`src/bbs_pkg.sv`:
```
package bbs_pkg;
    localparam int CLK_NS = 20;
    localparam int ADDR_W = 13;
    localparam int DATA_W = 8;
    // Times in ns, as printed
    localparam int ADDR_HOLD_NS   = 10;
    localparam int DATA_SETUP_NS  = 50;
    localparam int DATA_HOLD_NS   = 5;
    localparam int STROBE_PULSE_NS = 80;
    localparam int FLOAT_NS       = 50;
    localparam int RECOVERY_NS    = 1000000;
    // Least times round up
    localparam int ADDR_HOLD_CYC  = (ADDR_HOLD_NS + CLK_NS - 1) / CLK_NS;
    localparam int DATA_SETUP_CYC = (DATA_SETUP_NS + CLK_NS - 1) / CLK_NS;
    localparam int DATA_HOLD_CYC  = (DATA_HOLD_NS + CLK_NS - 1) / CLK_NS;
    localparam int PULSE_CYC      = (STROBE_PULSE_NS + CLK_NS - 1) / CLK_NS;
    localparam int FLOAT_CYC      = (FLOAT_NS + CLK_NS - 1) / CLK_NS;
    localparam int RECOVERY_CYC   = (RECOVERY_NS + CLK_NS - 1) / CLK_NS;
    localparam int CNT_W = 16;

    typedef struct packed {
        logic              wr;
        logic [ADDR_W-1:0] addr;
        logic [DATA_W-1:0] wdata;
    } bbs_req_t;

    typedef struct packed {
        logic              select_low_active_n;
        logic              select_high_active;
        logic              gate_n;
        logic              strobe_n;
        logic [ADDR_W-1:0] addr;
    } bbs_ctl_t;
endpackage

```
`src/bbs_sync.sv`:
```
`timescale 1ns/100ps
module bbs_sync (
    // Clock and reset
    input  wire logic clk_sys,
    input  wire logic reset,
    // Pin in, clean level out
    input  wire logic pin,
    output logic      level
);
    logic s1_r;
    logic s2_r;
    logic s3_r;

    // Change counts only when second and third stages agree
    always_ff @(posedge clk_sys) begin
        if (reset) begin
            s1_r  <= 1'b1;
            s2_r  <= 1'b1;
            s3_r  <= 1'b1;
            level <= 1'b1;
        end else begin
            s1_r <= pin;
            s2_r <= s1_r;
            s3_r <= s2_r;
            if (s2_r == s3_r) begin
                level <= s3_r;
            end
        end
    end
endmodule // bbs_sync

```
`src/bbs_host.sv`:
```
`timescale 1ns/100ps
module bbs_host (
    // Clock and reset
    input  wire logic                  clk_sys,
    input  wire logic                  reset,
    // Request side
    input  wire logic                  req_valid,
    output logic                       req_ready,
    input  wire bbs_pkg::bbs_req_t     req,
    output logic                       rd_valid,
    output logic [bbs_pkg::DATA_W-1:0] rd_data,
    output logic                       power_ok,
    // Memory pins
    output bbs_pkg::bbs_ctl_t          ctl,
    output logic [bbs_pkg::DATA_W-1:0] data_lines_o,
    output logic                       data_lines_oe,
    input  wire logic [bbs_pkg::DATA_W-1:0] data_lines_i,
    // Open-drain interrupt pin, pulled up outside
    input  wire logic                  pfail_int_n
);
    typedef enum logic [2:0] {
        ST_RECOVER = 3'b000,
        ST_IDLE    = 3'b001,
        ST_SETUP   = 3'b010,
        ST_STROBE  = 3'b011,
        ST_HOLD    = 3'b100,
        ST_READ    = 3'b101,
        ST_GAP     = 3'b110
    } bbs_state_t;

    bbs_state_t                 state_r;
    bbs_state_t                 state_nxt;
    logic [bbs_pkg::CNT_W-1:0]  cnt_r;
    logic [bbs_pkg::CNT_W-1:0]  cnt_nxt;
    logic [bbs_pkg::CNT_W+4:0]  rec_r;
    logic                       int_level;
    logic                       wr_r;
    logic                       rec_done;
    logic                       cnt_zero;
    logic                       accept;
    logic                       sel_active;

    bbs_sync u_int_sync (
        .clk_sys (clk_sys),
        .reset   (reset),
        .pin     (pfail_int_n),
        .level   (int_level)
    );

    assign rec_done   = (rec_r == (bbs_pkg::CNT_W+5)'(bbs_pkg::RECOVERY_CYC));
    assign cnt_zero   = (cnt_r == '0);
    assign req_ready  = (state_r == ST_IDLE) && rec_done && int_level;
    assign accept     = req_valid && req_ready;
    assign sel_active = (state_r == ST_STROBE) || (state_r == ST_READ);
    assign power_ok   = rec_done && int_level;

    // --------------------------------------------------------------
    // Recovery timer: restarts whenever the interrupt pin is low
    // --------------------------------------------------------------
    always_ff @(posedge clk_sys) begin
        if (reset || !int_level) begin
            rec_r <= '0;
        end else if (!rec_done) begin
            rec_r <= rec_r + 1'b1;
        end
    end

    // --------------------------------------------------------------
    // Sequencer
    // --------------------------------------------------------------
    always_comb begin
        state_nxt = state_r;
        cnt_nxt   = cnt_zero ? cnt_r : cnt_r - 1'b1;
        case (state_r)
            ST_RECOVER: begin
                if (rec_done && int_level) begin
                    state_nxt = ST_IDLE;
                end
            end
            ST_IDLE: begin
                if (!int_level || !rec_done) begin
                    state_nxt = ST_RECOVER;
                end else if (accept) begin
                    state_nxt = ST_SETUP;
                    cnt_nxt   = '0;
                end
            end
            ST_SETUP: begin
                state_nxt = req_r_wr() ? ST_STROBE : ST_READ;
                cnt_nxt   = (bbs_pkg::CNT_W)'(bbs_pkg::PULSE_CYC - 1);
            end
            ST_STROBE: begin
                if (cnt_zero) begin
                    state_nxt = ST_HOLD;
                    cnt_nxt   = (bbs_pkg::CNT_W)'(bbs_pkg::ADDR_HOLD_CYC);
                end
            end
            ST_READ: begin
                if (cnt_zero) begin
                    state_nxt = ST_GAP;
                    cnt_nxt   = (bbs_pkg::CNT_W)'(bbs_pkg::FLOAT_CYC);
                end
            end
            ST_HOLD, ST_GAP: begin
                if (cnt_zero) begin
                    state_nxt = ST_IDLE;
                end
            end
            default: state_nxt = ST_RECOVER;
        endcase
    end

    function automatic logic req_r_wr();
        return wr_r;
    endfunction

    always_ff @(posedge clk_sys) begin
        if (reset) begin
            state_r <= ST_RECOVER;
            cnt_r   <= '0;
        end else begin
            state_r <= state_nxt;
            cnt_r   <= cnt_nxt;
        end
    end

    // --------------------------------------------------------------
    // Pin registers
    // --------------------------------------------------------------
    always_ff @(posedge clk_sys) begin
        if (reset) begin
            wr_r          <= 1'b0;
            data_lines_o  <= '0;
            data_lines_oe <= 1'b0;
            rd_valid      <= 1'b0;
            rd_data       <= '0;
        end else begin
            rd_valid <= 1'b0;
            if (accept) begin
                wr_r          <= req.wr;
                data_lines_o  <= req.wdata;
                data_lines_oe <= req.wr;
            end
            if (state_r == ST_HOLD && cnt_zero) begin
                data_lines_oe <= 1'b0;
            end
            if (state_r == ST_READ && cnt_zero) begin
                rd_data  <= data_lines_i;
                rd_valid <= 1'b1;
            end
        end
    end

    // Selects change only with strobe already set, so cycles are
    // strobe-controlled and the address is always stable around them
    always_ff @(posedge clk_sys) begin
        if (reset) begin
            ctl.select_low_active_n <= 1'b1;
            ctl.select_high_active  <= 1'b0;
            ctl.gate_n              <= 1'b1;
            ctl.strobe_n            <= 1'b1;
            ctl.addr                <= '0;
        end else begin
            // Address moves only at accept, never inside a cycle
            if (accept) begin
                ctl.addr <= req.addr;
            end
            ctl.select_low_active_n <= !(state_nxt == ST_STROBE
                                       || state_nxt == ST_READ
                                       || state_nxt == ST_SETUP
                                       || state_nxt == ST_HOLD);
            ctl.select_high_active  <= (state_nxt == ST_STROBE
                                       || state_nxt == ST_READ
                                       || state_nxt == ST_SETUP
                                       || state_nxt == ST_HOLD);
            ctl.strobe_n <= !(state_nxt == ST_STROBE);
            ctl.gate_n   <= !(state_nxt == ST_READ);
        end
    end

    // --------------------------------------------------------------
    // Checks
    // --------------------------------------------------------------
    strobe_gate_a: assert property (@(posedge clk_sys) disable iff (reset)
        !ctl.strobe_n |-> ctl.gate_n)
        else $error("gate low during write");
    addr_stable_a: assert property (@(posedge clk_sys) disable iff (reset)
        !ctl.strobe_n |-> $stable(ctl.addr))
        else $error("address moved during write");
    data_hold_a: assert property (@(posedge clk_sys) disable iff (reset)
        $rose(ctl.strobe_n) |-> data_lines_oe)
        else $error("data dropped at write end");
    pulse_len_a: assert property (@(posedge clk_sys) disable iff (reset)
        $fell(ctl.strobe_n) |-> !ctl.strobe_n [*4])
        else $error("write strobe too short");
    gap_a: assert property (@(posedge clk_sys) disable iff (reset)
        $rose(ctl.strobe_n) |=> ctl.strobe_n)
        else $error("no gap after write");
    fail_block_a: assert property (@(posedge clk_sys) disable iff (reset)
        !int_level |=> !req_ready)
        else $error("accepted during power fail");
    sel_write_a: assert property (@(posedge clk_sys) disable iff (reset)
        !ctl.strobe_n |-> !ctl.select_low_active_n
                          && ctl.select_high_active)
        else $error("strobe without selects");
    power_up_a: assert property (@(posedge clk_sys) disable iff (reset)
        !rec_done |-> !$fell(ctl.select_low_active_n))
        else $error("selected before recovery");
    write_data_a: assert property (@(posedge clk_sys) disable iff (reset)
        !ctl.strobe_n |-> data_lines_oe && $stable(data_lines_o))
        else $error("write data not steady");
    read_float_a: assert property (@(posedge clk_sys) disable iff (reset)
        !ctl.gate_n |-> !data_lines_oe)
        else $error("host drives during read");
    addr_hold_a: assert property (@(posedge clk_sys) disable iff (reset)
        $rose(ctl.strobe_n) |=> $stable(ctl.addr))
        else $error("address moved after write");
    start_ok_a: assert property (@(posedge clk_sys) disable iff (reset)
        state_r == ST_SETUP |-> $past(power_ok))
        else $error("access started without power");
    recover_idle_a: assert property (@(posedge clk_sys) disable iff (reset)
        state_r == ST_RECOVER |-> ctl.select_low_active_n
                                  && !ctl.select_high_active)
        else $error("selects active in recovery");
endmodule // bbs_host

```
`config.mk`:
```
export PLATFORM = sky130hd
export DESIGN_NAME = bbs_host
export DESIGN_NICKNAME = d
export VERILOG_FILES = /design/src/bbs_pkg.sv /design/src/bbs_sync.sv /design/src/bbs_host.sv
export SDC_FILE = /design/constraint.sdc
export NUM_CORES = 1
export LEC_CHECK = 0
export BUFFER_PORTS_ARGS = -buffer_cell sky130_fd_sc_hd__buf_4
export CORE_MARGIN = 2
export CORE_UTILIZATION = 49
export DETAILED_ROUTE_END_ITERATION = 10
export MAX_ROUTING_LAYER = met4
export PLACE_DENSITY_LB_ADDON = 0.25
export SETUP_SLACK_MARGIN = 0.05
export SLEW_MARGIN = 5
export SYNTH_ARGS = -nofsm -noshare
export SYNTH_HDL_FRONTEND = slang
export SYNTH_SLANG_ARGS = --single-unit
```
`constraint.sdc`:
```
create_clock -name clk_sys -period 2.48 [get_ports clk_sys]
set_input_delay 0.124 -clock clk_sys [delete_from_list [all_inputs] [get_ports clk_sys]]
set_output_delay 0.124 -clock clk_sys [all_outputs]
set_load 0.02 [all_outputs]
```
After elaboration in Yosys (flattened, before gate mapping)
Cells that the tools add are included.

Bits in registers: 80. Output and inout bits: 37. Word-level logic and storage cells: 66.

Add/subtract/negate cells: 2. Eq/ne operators: 12. Multiplexer cells: 15. Reduce and logical (&&, ||, !) cells: 20.

Operator list (count): 2-to-1 mux 16 bit (5); one-hot mux 16 bit (4 select lines) (1); adder 21 x 1 -> 21 bit, second input constant (1); == test 21 x 16 -> 1 bit, second input constant (1); 2-to-1 mux 3 bit (7); one-hot mux 3 bit (6 select lines) (1); logical NOT 16 bit (1); subtractor 16 x 1 -> 16 bit, second input constant (1); == test 3 bit, second input constant (5); == test 3 x 2 -> 1 bit, second input constant (4); logical AND 1 bit (6); logical NOT 1 bit (5); logical OR 1 bit (5); OR reduction 2 bit (2); == test 3 x 1 -> 1 bit, second input constant (1); logical NOT 3 bit (1); == test 1 bit (1); 2-to-1 mux 1 bit (1).

Depth between registers and ports, before layout
Word-level depth: 12. Depth in mapped cells: 13.

By module
From an unflattened synthesis, not the netlist that was laid out.

Cell total of the unflattened synthesis: 414. Area, all modules: 3518.4 µm².

Modules (own cells, without submodules): bbs_host (times used 1, cells an instance 404, area an instance 3403.3 µm²); bbs_sync (times used 1, cells an instance 10, area an instance 115.1 µm²).

Worst setup path before layout
Ideal clock, no wire load.

Path type: register to register. Start point: reg cnt_r[0] in the netlist's numbering. End point: reg cnt_r[0] in the netlist's numbering. Setup time: 0.132 ns. Data arrival time: 2.498 ns. Required time: 2.348 ns. Setup slack: -0.150 ns. Stages on the path, launching flop included: 13. Cells stage by stage: dfxtp_1 inv_1 ha_1 or3b_2 or4_4 buf_6 nor2_8 inv_4 ha_1 a31oi_1 nor2_1 a221oi_1 a211oi_1.

Longest elaborated chain between the ends: 5. Elaborated cells between the ends (all ways): 8.

Ends and longest elaborated chain: from (decl) (line bbs_host.sv:33) `logic [bbs_pkg::CNT_W-1:0] cnt_r;`; from (signal assigned) (line bbs_host.sv:123) `cnt_r <= cnt_nxt;`; subtractor 16 x 1 -> 16 bit or logical NOT 16 bit (tied branches) (line bbs_host.sv:73, bbs_host.sv:51); 2-to-1 mux 16 bit (line bbs_host.sv:73) `cnt_nxt = cnt_zero ? cnt_r : cnt_r - 1'b1;`; 2-to-1 mux 16 bit (line bbs_host.sv:83) `end else if (accept) begin`; 2-to-1 mux 16 bit (line bbs_host.sv:81) `if (!int_level || !rec_done) begin`; one-hot mux 16 bit (4 select lines) * (line bbs_host.sv:74) `case (state_r)`.

Every way passes the cells marked *; elsewhere a longest branch is shown, timed or not. A chain may end at the register's enable or synchronous reset.

Final worst setup path
Start point: reg cnt_r[7] in the netlist's numbering. End point: reg cnt_r[0] in the netlist's numbering.

Longest elaborated chain between the ends: 5. Elaborated cells between the ends (all ways): 7.

Ends and longest elaborated chain: logical NOT 16 bit * (line bbs_host.sv:51) `assign cnt_zero = (cnt_r == '0);`; 2-to-1 mux 16 bit (line bbs_host.sv:73); 2-to-1 mux 16 bit (line bbs_host.sv:83); 2-to-1 mux 16 bit (line bbs_host.sv:81); one-hot mux 16 bit (4 select lines) * (line bbs_host.sv:74).

Marks and branches as above.

==> results.ini <==
[floorplan]
start_util_pct = 50.9
core_area_um2 = 6830
boundaryPins = 71
die_y_um = 88.2
dieArea_um2 = 7780
rows = 30
die_x_um = 88.2

[logic_synthesis]
ys_types = 51
synth_top_cell_by_area = dfxtp_1
synthSimpleGateAreaFrac_pct = 26.3
synth.area.mux_share_pct = 2.88
syn_inst = 401
yosys-top-cells-area = dfxtp_1, nand2_1, a21oi_1, nor2_1, xnor2_1
synth_nets = 439
synth-compound-area-share_pct = 12.1
synth_top_family_by_area = simple AND/OR/NAND/NOR gates
synth_seq_cells = 80
synth_edf_count = 0
async_flop_share_pct = 0
ys_seq_area_share_pct = 46.1
synth_xor_area_share_pct = 6.80
synth_warnings = 0
yosysTopAreaCellShare_pct = 46.1
syn_area_per_cell_um2 = 8.67
synth_area_um2 = 3480
synth_fa_ha_area_share_pct = 1.44
synth_flop_cell = dfxtp_1

[setup_path]
worstPathArrival_ns = 2.64
path_class = reg -> reg
crit_required_ns = 2.70
critical_path.max_fanout = 4
crit_path_end_kind = flip-flop
start_kind = flip-flop

[power]
power_density_nw_per_um2 = 808
finalPower_mw = 3.69
ir_drop_uv = 366
leakagePower_nw = 1.80

[timing]
fin_tns_setup_ns = 0
rsz0062_at_grt = yes
max_freq_ghz = 0.412
period_share_pct = 97.9
min_period_ns = 2.43
hold_violations = 0
final-setup-viol-count = 0
worstMarginPinSlew_ns = 0.700
clock_skew_ns = 0.00560
slew_headroom_pct = 53.2
slew_violations = 0

[placed_design]
dpl.hpwl_um = 5470
io_buffers = 70
place_area_um2 = 4170
gp_congestion = 0.838

[layout]
final_layout_size_suffix_gt1_share_pct = 27.4
fin_nets = 530
mostFrequentLayoutCell = buf_4
syn2layout_area_growth_pct = 31.4
diodes = 0
mostFrequentLayoutCells = buf_4, dfxtp_1, nand2_1, nor2_1, a21oi_1
stdcell_area_um2 = 4570

[clock_tree]
clock_sinks = 80
cts-root-buf = clkbuf_8
clockBufferDepth = 2
numCtsBuffers = 9
clock_latency_ns = 0.35
cts_tree = yes
clk_pin_slew_ns = 0.08
h-tree-depth = 3

[global_route]
grt_pass1_wl_um = 12800
antenna_found_initial = 0
grt_use_total_pct = 21.5
grt_start_max_net_pins = 41
grt_pass1_vias = 2800
grt.overflow.total = 0

[route]
vias_per_cell = 5.16
dr.pass1.iters = 4
finalWirelength_um = 7880
drtIter0Drc = 123
wl_per_cell_um = 13.3
vias = 3057
ant_nets = 0
drc = 0

[worst_hold_path]
hold_path.class = in -> reg

[run]
maxCapViolations = 0

[run_status]
status = finished, final reports clean

[cells by family (layout without fill, tap and decap cells)]
kind of cell	Yosys count	after routing
adders and majority gates	4	4
and+or+nand+nor	182	182
DFF	80	80
xor gates and xnor gates	27	27
muxes	10	10
buffers and inverters	34	130
AOI/OAI and AO/OA	64	64
[synthesized netlist by cell type (all sizes together) (5+ instances only)]
| cell | n |
|---|---|
| dfxtp | 80 |
| nand2 | 60 |
| nor2 | 49 |
| a21oi | 37 |
| clkbuf | 16 |
| nand3 | 16 |
| inv | 14 |
| xnor2 | 14 |
| xor2 | 13 |
| mux2i | 10 |
| nor3 | 10 |
| o21ai | 8 |
| nor4 | 6 |
| or4 | 5 |
[registers in the layout, summed over array words and instances, names as in the netlist]
register and count:
cnt_r 16, ctl 17, data_lines_o 8, data_lines_oe 1, rd_data 8, rd_valid 1
rec_r 21, state_r 3, u_int_sync.level 1, u_int_sync.s1_r 1, u_int_sync.s2_r 1, u_int_sync.s3_r 1
wr_r 1
[metrics by stage]
stage / instances / util [%] / hold WS [ns] / worst slack [ns]
2_1_floorplan: 401 / - / 0.228 / -0.000556
3_3_place_gp: 564 / 61.1 / 0.311 / 0.0642
3_5_place_dp: 564 / 61.1 / 0.313 / 0.0200
4_1_cts: 588 / 66.0 / 0.00107 / 0.00694
5_1_grt: 593 / 66.8 / 0.0112 / -0.00937
6_report: 593 / 66.8 / 0.0149 / 0.0532
[cell type report]
class | count | area [um^2]
Multi-Input combinational cell | 287 | 1760
Tap cell | 96 | 120
Clock inverter | 6 | 116
Clock buffer | 10 | 138
Fill cell | 558 | 2260
Inverter | 14 | 55.1
Timing Repair Buffer | 100 | 769
Sequential cell | 80 | 1610
[per-layer routing]
metal	GRT usage (%)	vias up	part of all wire (%)
li1	-	1550	-
met1	27.6	1419	47
met2	34.0	77	48
met3	3.08	11	3.8
met4	8.82	0	1.6
met5	-	-	0
[what timing repair did]
action / CTS / global route
hold endpoints to repair: 7 / 0
endpoints found under the setup margin: 1 / 26
pin swaps: 2 / 7
gates resized for setup: 3 / 7
gates cloned: 0 / 1
buffers inserted: 1 / 4
hold buffers: 7 / 0
[worst max-delay path: stages (launching register included)]
cell	delay [ns]
dfxtp_2	0.33
or4_4	0.53
or4_4	0.54
nor2_8	0.14
inv_4	0.05
ha_4	0.21
a31oi_1	0.13
nor2_1	0.06
a221oi_1	0.22
a211oi_1	0.08
[report_power, final]
group          internal, mW  switching, mW  leakage, nW
sequential             1.37         0.0850        0.649
clock                 0.701          0.484        0.127
combinational         0.517          0.528         1.02
[path summary, 6_finish.rpt]
kind,from,depth (start not counted),slack (ns),end
max,cnt_r[7],9,0.05,cnt_r[0]
min,data_lines_i[3],3,0.01,rd_data[3]
max reg2reg,cnt_r[7],9,0.05,cnt_r[0]
min reg2reg,ctl[8],2,0.45,ctl[8]
No activity file was read; power rests on OpenSTA's default activity.
